`src/rtl/pair_trig_pkg.sv`:
```
package pair_trig_pkg;
   // Register byte offsets on the AXI4-Lite bus
   localparam logic [3:0] OFS_CTRL_A = 4'h0;
   localparam logic [3:0] OFS_CTRL_B = 4'h4;
   localparam logic [3:0] OFS_STATUS = 4'h8;
   // Field positions inside one byte-wide pair slot
   localparam int FLD_IRQ_EN = 7;
   localparam int FLD_PEND = 6;
   localparam int FLD_SOFT = 5;
   localparam int FLD_SEL_HI = 4;
   localparam int PAIR_SLOT = 8;
   localparam logic [15:0] CTRL_RESET = 16'h0000;
   localparam int NUM_PAIRS = 4;
   // Selector codes
   localparam logic [4:0] SEL_OFF = 5'h00;
   localparam logic [4:0] SEL_SOFT_OWN = 5'h01;
   localparam logic [4:0] SEL_SOFT_GLOBAL = 5'h02;
   localparam logic [4:0] SEL_SPECIAL = 5'h03;
   localparam logic [4:0] SEL_PRI_FIRST = 5'h04;
   localparam logic [4:0] SEL_PRI_LAST = 5'h07;
   localparam logic [4:0] SEL_TIMER_A = 5'h0C;
   localparam logic [4:0] SEL_SEC_FIRST = 5'h0E;
   localparam logic [4:0] SEL_SEC_LAST = 5'h11;
   localparam logic [4:0] SEL_LIM_FIRST = 5'h17;
   localparam logic [4:0] SEL_LIM_LAST = 5'h1A;
   localparam logic [4:0] SEL_TIMER_B = 5'h1F;
   // AXI responses
   localparam logic [1:0] RESP_OKAY = 2'h0;
   localparam logic [1:0] RESP_SLVERR = 2'h2;
endpackage

```
`src/rtl/trigger_source_mux.sv`:
```
`timescale 1ns/100ps
// Picks one trigger event out of the source set for a single pair
module trigger_source_mux
   import pair_trig_pkg::*;
(
   // Selection
   input wire logic [4:0] sel,
   input wire logic soft_own,
   input wire logic soft_global,
   // Event sources
   input wire logic special_evt,
   input wire logic [3:0] pri_evt,
   input wire logic [3:0] sec_evt,
   input wire logic [3:0] lim_evt,
   input wire logic timer_a_evt,
   input wire logic timer_b_evt,
   // Result
   output logic fire
);
   logic [1:0] idx;

   // Range codes index the generator, low two bits minus the base
   always_comb begin
      idx = 2'h0;
      fire = 1'b0;
      if (sel == SEL_SOFT_OWN) begin
         fire = soft_own;
      end else if (sel == SEL_SOFT_GLOBAL) begin
         fire = soft_global;
      end else if (sel == SEL_SPECIAL) begin
         fire = special_evt;
      end else if (sel >= SEL_PRI_FIRST && sel <= SEL_PRI_LAST) begin
         idx = 2'(sel - SEL_PRI_FIRST);
         fire = pri_evt[idx];
      end else if (sel >= SEL_SEC_FIRST && sel <= SEL_SEC_LAST) begin
         idx = 2'(sel - SEL_SEC_FIRST);
         fire = sec_evt[idx];
      end else if (sel >= SEL_LIM_FIRST && sel <= SEL_LIM_LAST) begin
         idx = 2'(sel - SEL_LIM_FIRST);
         fire = lim_evt[idx];
      end else if (sel == SEL_TIMER_A) begin
         fire = timer_a_evt;
      end else if (sel == SEL_TIMER_B) begin
         fire = timer_b_evt;
      end else begin
         fire = 1'b0; // Off, reserved and undefined codes
      end
   end
endmodule // trigger_source_mux

```
`src/rtl/pair_trigger_control.sv`:
```
// Local design decisions: the AXI4-Lite register port and the register addresses.
`timescale 1ns/100ps
// Overview of operation
// - Selector 00000 off, 00001 own software trigger, 00010 global software.
// - 00011 special event; 00100-00111 primary trigger of generators 1-4.
// - 01110-10001 choose secondary trigger of generators 1-4.
// - 10111-11010 choose current-limit trigger of generators 1-4.
// - 01100 first timer period match; 11111 second timer period match.
// - Selected trigger sets the pair pending flag.
// - Pending clears once both inputs of the pair are converted.
// - Writing one to soft trigger requests conversion if selected.
// - Hardware clears soft trigger bit when it sets pending.
// - Enabled pair raises interrupt request on conversion completion.
// - Busy converter leaves request pending until resources free.
// - Pairs 2..5 convert inputs 5/4, 7/6, 9/8, 11/10.
// - Low pair uses bits 7,6,5 and 4-0; upper pair bits 15-8.
// - All fields reset to zero, conversion disabled.
// - Pair 3 enable, pending, soft trigger at bits 15, 14, 13.
module pair_trigger_control
   import pair_trig_pkg::*;
#(
   parameter int PAIRS = NUM_PAIRS
)
(
   // Clock, reset, enable
   input wire logic clk,
   input wire logic rst_n,
   input wire logic clk_en,
   // AXI4-Lite write address
   input wire logic [3:0] s_axi_awaddr,
   input wire logic s_axi_awvalid,
   output logic s_axi_awready,
   // AXI4-Lite write data
   input wire logic [31:0] s_axi_wdata,
   input wire logic [3:0] s_axi_wstrb,
   input wire logic s_axi_wvalid,
   output logic s_axi_wready,
   // AXI4-Lite write response
   output logic [1:0] s_axi_bresp,
   output logic s_axi_bvalid,
   input wire logic s_axi_bready,
   // AXI4-Lite read address
   input wire logic [3:0] s_axi_araddr,
   input wire logic s_axi_arvalid,
   output logic s_axi_arready,
   // AXI4-Lite read data
   output logic [31:0] s_axi_rdata,
   output logic [1:0] s_axi_rresp,
   output logic s_axi_rvalid,
   input wire logic s_axi_rready,
   // Trigger events, one cycle wide, same clock
   input wire logic soft_global_evt,
   input wire logic special_evt,
   input wire logic [3:0] pri_evt,
   input wire logic [3:0] sec_evt,
   input wire logic [3:0] lim_evt,
   input wire logic timer_a_evt,
   input wire logic timer_b_evt,
   // Conversion core handshake, index 0 is pair 2
   output logic [PAIRS-1:0] conv_req,
   input wire logic [PAIRS-1:0] conv_grant,
   input wire logic [PAIRS-1:0] conv_done,
   // Interrupt requests toward the interrupt controller
   output logic [PAIRS-1:0] pair_irq
);
   // Byte slot per pair: pair 2,3 in ctrl_a, pair 4,5 in ctrl_b
   logic [4:0] sel_r [PAIRS];
   logic [PAIRS-1:0] irq_en_r;
   logic [PAIRS-1:0] pend_r;
   logic [PAIRS-1:0] soft_r;
   logic [PAIRS-1:0] busy_r;
   logic [PAIRS-1:0] fire;
   logic [PAIRS-1:0] conv_req_r;
   logic [PAIRS-1:0] pair_irq_r;

   // Bus slave state
   logic [3:0] awaddr_r;
   logic aw_held_r;
   logic [31:0] wdata_r;
   logic [3:0] wstrb_r;
   logic w_held_r;
   logic bvalid_r;
   logic [1:0] bresp_r;
   logic rvalid_r;
   logic [31:0] rdata_r;
   logic [1:0] rresp_r;
   logic [31:0] rdata_nxt;
   logic wr_fire;
   logic wr_hit;
   logic [3:0] wr_base;

   // Pack one pair into its byte slot
   function automatic logic [7:0] slot(input int p);
      slot = {irq_en_r[p], pend_r[p], soft_r[p], sel_r[p]};
   endfunction

   // True when a byte address names a mapped register
   function automatic logic mapped(input logic [3:0] a);
      mapped = (a == OFS_CTRL_A) || (a == OFS_CTRL_B) || (a == OFS_STATUS);
   endfunction

   // A held write reaches pair p through its register and byte lane
   function automatic logic lane_hit(input int p);
      lane_hit = wr_fire && wr_hit && int'(wr_base) == (p & 2)
                 && wstrb_r[p & 1];
   endfunction

   // Bit position of a field of pair p inside the held write word
   function automatic int field_pos(input int p, input int f);
      field_pos = (p & 1) * PAIR_SLOT + f;
   endfunction

   generate
      for (genvar g = 0; g < PAIRS; g++) begin : g_mux
         trigger_source_mux u_mux (
            .sel(sel_r[g]),
            .soft_own(soft_r[g]),
            .soft_global(soft_global_evt),
            .special_evt(special_evt),
            .pri_evt(pri_evt),
            .sec_evt(sec_evt),
            .lim_evt(lim_evt),
            .timer_a_evt(timer_a_evt),
            .timer_b_evt(timer_b_evt),
            .fire(fire[g])
         );
      end
   endgenerate

   // Write fires once both address and data are held and no response waits
   assign wr_fire = aw_held_r && w_held_r && !bvalid_r;
   assign wr_hit = (awaddr_r == OFS_CTRL_A) || (awaddr_r == OFS_CTRL_B);
   assign wr_base = (awaddr_r == OFS_CTRL_B) ? 4'h2 : 4'h0;

   // Write address channel, taken independently of data
   always_ff @(posedge clk or negedge rst_n) begin
      if (!rst_n) begin
         aw_held_r <= 1'b0;
         awaddr_r <= 4'h0;
      end else if (clk_en) begin
         if (s_axi_awvalid && s_axi_awready) begin
            aw_held_r <= 1'b1;
            awaddr_r <= s_axi_awaddr;
         end else if (wr_fire) begin
            aw_held_r <= 1'b0;
         end
      end
   end

   // Write data channel
   always_ff @(posedge clk or negedge rst_n) begin
      if (!rst_n) begin
         w_held_r <= 1'b0;
         wdata_r <= 32'h0000_0000;
         wstrb_r <= 4'h0;
      end else if (clk_en) begin
         if (s_axi_wvalid && s_axi_wready) begin
            w_held_r <= 1'b1;
            wdata_r <= s_axi_wdata;
            wstrb_r <= s_axi_wstrb;
         end else if (wr_fire) begin
            w_held_r <= 1'b0;
         end
      end
   end

   // Address ready is a flop so the output stays registered; it drops after
   // each take and stays low while the address is held or a response waits,
   // so a second write cannot slip in behind an unanswered one
   always_ff @(posedge clk or negedge rst_n) begin
      if (!rst_n) begin
         s_axi_awready <= 1'b0;
      end else if (clk_en) begin
         s_axi_awready <= !aw_held_r && !bvalid_r
                          && !(s_axi_awvalid && s_axi_awready);
      end
   end

   // Data ready follows the same pattern on its own channel
   always_ff @(posedge clk or negedge rst_n) begin
      if (!rst_n) begin
         s_axi_wready <= 1'b0;
      end else if (clk_en) begin
         s_axi_wready <= !w_held_r && !bvalid_r
                         && !(s_axi_wvalid && s_axi_wready);
      end
   end

   // Write response; unmapped or status writes answer SLVERR
   always_ff @(posedge clk or negedge rst_n) begin
      if (!rst_n) begin
         bvalid_r <= 1'b0;
         bresp_r <= RESP_OKAY;
      end else if (clk_en) begin
         if (wr_fire) begin
            bvalid_r <= 1'b1;
            bresp_r <= wr_hit ? RESP_OKAY : RESP_SLVERR;
         end else if (bvalid_r && s_axi_bready) begin
            bvalid_r <= 1'b0;
         end
      end
   end

   // Selector per pair; the byte lane picks the pair
   always_ff @(posedge clk or negedge rst_n) begin
      if (!rst_n) begin
         for (int p = 0; p < PAIRS; p++) begin
            sel_r[p] <= CTRL_RESET[FLD_SEL_HI:0];
         end
      end else if (clk_en) begin
         for (int p = 0; p < PAIRS; p++) begin
            if (lane_hit(p)) begin
               sel_r[p] <= wdata_r[field_pos(p, 0) +: 5];
            end
         end
      end
   end

   // Interrupt enable per pair, same lane decode
   always_ff @(posedge clk or negedge rst_n) begin
      if (!rst_n) begin
         irq_en_r <= '0;
      end else if (clk_en) begin
         for (int p = 0; p < PAIRS; p++) begin
            if (lane_hit(p)) begin
               irq_en_r[p] <= wdata_r[field_pos(p, FLD_IRQ_EN)];
            end
         end
      end
   end

   // Soft trigger: set by a write of one, cleared whenever it fires.
   // Clearing even while pending stops a held bit re-arming forever.
   always_ff @(posedge clk or negedge rst_n) begin
      if (!rst_n) begin
         soft_r <= '0;
      end else if (clk_en) begin
         for (int p = 0; p < PAIRS; p++) begin
            if (fire[p]) begin
               soft_r[p] <= 1'b0;
            end else if (lane_hit(p) && wdata_r[field_pos(p, FLD_SOFT)]) begin
               soft_r[p] <= 1'b1;
            end
         end
      end
   end

   // Pending flag: trigger sets, completion clears; set wins a tie.
   // Triggers while pending merge into the outstanding request.
   always_ff @(posedge clk or negedge rst_n) begin
      if (!rst_n) begin
         pend_r <= '0;
      end else if (clk_en) begin
         for (int p = 0; p < PAIRS; p++) begin
            if (fire[p]) begin
               pend_r[p] <= 1'b1;
            end else if (conv_done[p] && busy_r[p]) begin
               pend_r[p] <= 1'b0;
            end
         end
      end
   end

   // Request to the core is held while pending and not yet granted.
   // The core grants when its resources are free; we simply wait.
   always_ff @(posedge clk or negedge rst_n) begin
      if (!rst_n) begin
         busy_r <= '0;
         conv_req_r <= '0;
      end else if (clk_en) begin
         for (int p = 0; p < PAIRS; p++) begin
            if (conv_done[p] && busy_r[p]) begin
               busy_r[p] <= 1'b0;
            end else if (conv_req_r[p] && conv_grant[p]) begin
               busy_r[p] <= 1'b1;
            end
            conv_req_r[p] <= (pend_r[p] || fire[p]) && !busy_r[p]
                             && !(conv_req_r[p] && conv_grant[p]);
         end
      end
   end

   // Interrupt request: one-cycle pulse on completion when enabled
   always_ff @(posedge clk or negedge rst_n) begin
      if (!rst_n) begin
         pair_irq_r <= '0;
      end else if (clk_en) begin
         pair_irq_r <= conv_done & busy_r & irq_en_r;
      end
   end

   // Read ready drops after a take and until the answer is taken
   always_ff @(posedge clk or negedge rst_n) begin
      if (!rst_n) begin
         s_axi_arready <= 1'b0;
      end else if (clk_en) begin
         s_axi_arready <= !rvalid_r && !(s_axi_arvalid && s_axi_arready);
      end
   end

   // Read answer one cycle after the take; unmapped words answer SLVERR
   always_ff @(posedge clk or negedge rst_n) begin
      if (!rst_n) begin
         rvalid_r <= 1'b0;
         rresp_r <= RESP_OKAY;
      end else if (clk_en) begin
         if (s_axi_arvalid && s_axi_arready) begin
            rvalid_r <= 1'b1;
            rresp_r <= mapped(s_axi_araddr) ? RESP_OKAY : RESP_SLVERR;
         end else if (rvalid_r && s_axi_rready) begin
            rvalid_r <= 1'b0;
         end
      end
   end

   // Word selected by the read address; unmapped words read zero
   always_comb begin
      rdata_nxt = 32'h0000_0000;
      case (s_axi_araddr)
         OFS_CTRL_A: rdata_nxt = {16'h0000, slot(1), slot(0)};
         OFS_CTRL_B: rdata_nxt = {16'h0000, slot(3), slot(2)};
         OFS_STATUS: rdata_nxt = {24'h00_0000, busy_r, pend_r};
         default: rdata_nxt = 32'h0000_0000;
      endcase
   end

   // Read data is captured at the take and stands until the next one
   always_ff @(posedge clk or negedge rst_n) begin
      if (!rst_n) begin
         rdata_r <= 32'h0000_0000;
      end else if (clk_en && s_axi_arvalid && s_axi_arready) begin
         rdata_r <= rdata_nxt;
      end
   end

   assign s_axi_bvalid = bvalid_r;
   assign s_axi_bresp = bresp_r;
   assign s_axi_rvalid = rvalid_r;
   assign s_axi_rdata = rdata_r;
   assign s_axi_rresp = rresp_r;
   assign conv_req = conv_req_r;
   assign pair_irq = pair_irq_r;
endmodule // pair_trigger_control

```
`config.mk`:
```
export PLATFORM = sky130hd
export DESIGN_NAME = pair_trigger_control
export DESIGN_NICKNAME = d
export VERILOG_FILES = /design/src/rtl/pair_trig_pkg.sv /design/src/rtl/trigger_source_mux.sv /design/src/rtl/pair_trigger_control.sv
export SDC_FILE = /design/constraint.sdc
export NUM_CORES = 1
export LEC_CHECK = 0
export BUFFER_PORTS_ARGS = -buffer_cell sky130_fd_sc_hd__buf_2
export CAP_MARGIN = 25
export CORE_MARGIN = 5
export CORE_UTILIZATION = 44
export DETAILED_ROUTE_END_ITERATION = 6
export PLACE_DENSITY = 0.65
export SYNTH_ARGS = -nofsm -noshare
export SYNTH_HDL_FRONTEND = slang
export SYNTH_HIERARCHICAL = 1
export SYNTH_SLANG_ARGS = --single-unit
export TNS_END_PERCENT = 30
```
`constraint.sdc`:
```
create_clock -name clk -period 2.7 [get_ports clk]
set_input_delay 0 -clock clk [delete_from_list [all_inputs] [get_ports clk]]
set_output_delay 0 -clock clk [all_outputs]
set_load 0.05 [all_outputs]
```
==> impl_metrics.yaml <==
worst_hold_path:
  min_from: "s_axi_araddr[0]"
  holdCritPathClass: "input pin to flip-flop"
  min_to: "s_axi_rresp[1]"
  whs_path_depth: 3
drt:
  routed_wl_um: 12640
  viasPerCell: 5.581
  vias: 4080
  ant_nets: 0
  dr.pass1.iters: 4
  wl_per_cell_um: 17.29
  drt_iter0_markers: 324
  drc: 0
setup_path:
  r2r_slack_ps: 360
  startpoint_type: "flip-flop"
  cp.required_ps: 2970
  reg2reg_depth: 10
  crit_chain: "inv_1 > ha_1 > nor2b_1 > o311ai_0 > a21boi_0 > a311oi_1 > buf_4 > nor2_1 > a211oi_1 > mux2_2"
  arrival_ps: 2610
  critPathMaxStageDelay_ps: 530
  rr_endpoint: "conv_req[2]"
  path_class: "flip-flop to flip-flop"
  cpMaxStageDelayCell: "dfrtp_1"
  cp_max_fo: 10
  cp-end-kind: "flip-flop"
  timing.rr.start: "sel_r[5]"
power_and_ir_drop:
  pwr_density_cell_mw_per_mm2: 948.1
  ir_worst_vdd_v: 0.0005991
  p_leak_nw: 2.896
synth:
  yosysWarningCount: 6
  synth_seq_cells: 89
  syn_inst: 463
  synth_seq_area_share: 0.4373
  synth_area_mm2: 0.005092
  synth-edff-count: 0
  avgSynthCellArea_um2: 11.00
  yosys-top-cells-area: "dfrtp_1 (44%), mux2_2 (13%), ha_1 (3.9%)"
  ys_types: 50
  async_reset_ff_frac: 1.000
  synth_top_flop_cell: "dfrtp_1"
  yosysTopAreaCell: "dfrtp_1"
  synth_top_area_frac: 0.4373
finish:
  fillers: 985
  area.growth.synth_to_final_pct: 23.02
  fin_util: 0.5510
  ff_latch_area_mm2: 0.002227
  drive_gt1_frac: 0.3146
  n_antenna_cell: 0
  fin_cells: 731
  multi_input_area_mm2: 0.002600
  final_nets: 675
clocking:
  cts_tree: "yes"
  clock-sinks: 89
  cts.htree.levels: 3
  cts_max_path_buffers: 2
  worst_skew_pair.late_latency_ps: 330
  cts_made_buffers: 9
  path_clk_slew_ps: 60
  cts_root_buffer: "clkbuf_16"
timing:
  min_period_ps: 2341
  setup_ws_ps: 359.0
  relSlewSlack: 0.4432
  rsz0062_at_grt: "no"
  hold_violations: 0
  fmax_mhz: 427.2
  period_share: 0.8670
  setup_viol: 0
  tightest_slew_ps: 828.8
  skew_ps: 5.729
  holdWs_ps: 20.83
  drv_slew: 0
  tns_ps: 0
place:
  dp_hpwl_um: 9329
  numPortBuffers: 86
  globalplace.congestion: 0.8912
  place_ws_ps: 340.8
  dpl.cell_count: 684
grt:
  busiest_layer: "met2"
  grt_pass1_wl_um: 21420
  antenna_found_initial: 0
  grt_usage: 0.1885
  gr-usage-met3: 0.03988
  grt_use_met2: 0.3059
  grt_pass1_vias: 4145
  grtUsageMet1: 0.2506
  grt_max_degree: 58
  overflow: 0
floorplanning:
  rows: 39
  core-area_mm2: 0.01137
  die_h_um: 117.6
  io_pins: 125
  dieWidth_um: 117.6
  initial_core_util: 0.4479
  die-area_mm2: 0.01383
outcome:
  outcome: "finished, final reports clean"
flow_run:
  max_cap_viol_count: 0
## worst max-delay path, delay by kind of cell (launching register included)
kind            cells  cell delay, ps
compound gates      4             860
fa+ha+maj           1             240
buf+inv             2             300
flops               1             530
mux                 1             180
simple gates        2             180
## timing repair
item	4_1_cts	5_1_grt
setup endpoints to repair	0	1
resized for setup	0	1
setup buffers	0	0
hold endpoints to repair	64	0
hold buffers	31	0
## synthesized netlist by cell type, drive strengths merged, types with 4 or more instances
cell type,count
a211oi,10
a21oi,13
a22o,4
a22oi,8
a31oi,17
and4b,4
buf,33
clkbuf,6
dfrtp,89
ha,16
inv,18
mux2,59
mux2i,11
mux4,9
nand2,37
nand3,14
nand4,6
nor2,18
nor2b,7
o21ai,32
o2bb2ai,5
## layout make-up
class | count | share of cell area
tap | 143 | 0.02856
timing repair buffer | 131 | 0.1386
sequential | 89 | 0.3555
inverter | 18 | 0.01078
multi-input combinational | 334 | 0.4150
clock inverter | 4 | 0.01218
clock buffer | 12 | 0.03934
## metrics by stage
step / total power, mW / area (um^2)
finish: 5.940 / 6265
global route: 6.306 / 6265
CTS: 5.967 / 6265
detailed placement: 4.536 / 5632
global placement: 4.474 / 5604
floorplan: 3.887 / 5156
## where the power goes
part	internal, mW	leakage [nW]	total [mW]	switching [mW]
combinational	1.02	1.59	2.21	1.19
sequential	1.79	1.16	2.38	0.596
clock	0.839	0.153	1.35	0.512
## cell usage in the layout (no fill, tap or decap), types with 6 or more instances in the layout
cell and count:
nand2_1 37, nor2_1 18, nand3_1 14, mux2_2 59, conb_1 18, clkbuf_16 9, a22oi_1 8, dfrtp_1 89
dlygate4sd3_1 31, a211oi_1 10, nor2b_1 7, o21ai_0 32, buf_4 14, a31oi_1 17, mux2i_1 11, ha_1 16
nand4_1 6, a21oi_1 13, buf_2 85, inv_1 18
## cell families (layout without fill, tap and decap cells)
group | count (synthesis) | count (layout) | synth area share
multiplexers | 79 | 79 | 0.1948
buffers and inverters | 57 | 165 | 0.06462
other | 1 | 18 | 0.0007364
AO/OA/AOI/OAI | 111 | 111 | 0.1430
flip-flops | 89 | 89 | 0.4373
adder cells (fa/ha/maj) | 16 | 16 | 0.03931
AND/OR/NAND/NOR | 110 | 110 | 0.1201
## how the worst max path moves through the flow
| stage | startpoint | to | slack [ps] | cells past startpoint |
|---|---|---|---|---|
| after detailed placement | sel_r[11] | conv_req[1] | 340 | 9 |
| after floorplan | sel_r[5] | conv_req[2] | 640 | 10 |
| final | sel_r[5] | conv_req[2] | 360 | 10 |
| after global placement | sel_r[11] | conv_req[1] | 330 | 9 |
| after global routing | sel_r[11] | conv_req[1] | 110 | 9 |
| after CTS | sel_r[11] | conv_req[1] | 310 | 9 |
## flip-flops by register name (all words and copies together), names as in the netlist
| signal | flops |
|---|---|
| busy_r | 4 |
| s_axi_bresp | 1 |
| wstrb_r | 2 |
| s_axi_rdata | 16 |
| pair_irq | 4 |
| irq_en_r | 4 |
| aw_held_r | 1 |
| s_axi_rvalid | 1 |
| s_axi_bvalid | 1 |
| s_axi_arready | 1 |
| s_axi_wready | 1 |
| awaddr_r | 4 |
| w_held_r | 1 |
| s_axi_awready | 1 |
| conv_req | 4 |
| sel_r | 20 |
| wdata_r | 14 |
| s_axi_rresp | 1 |
| soft_r | 4 |
| pend_r | 4 |
## per-layer routing
layer | up-vias | wire length [um] | part of all wire
li1 | 1946 | - | -
met1 | 1990 | 5633 | 0.45
met2 | 122 | 6046 | 0.48
met3 | 22 | 679 | 0.054
met4 | 0 | 277 | 0.022
met5 | - | 0 | 0
(Power assumes the default switching activity.)
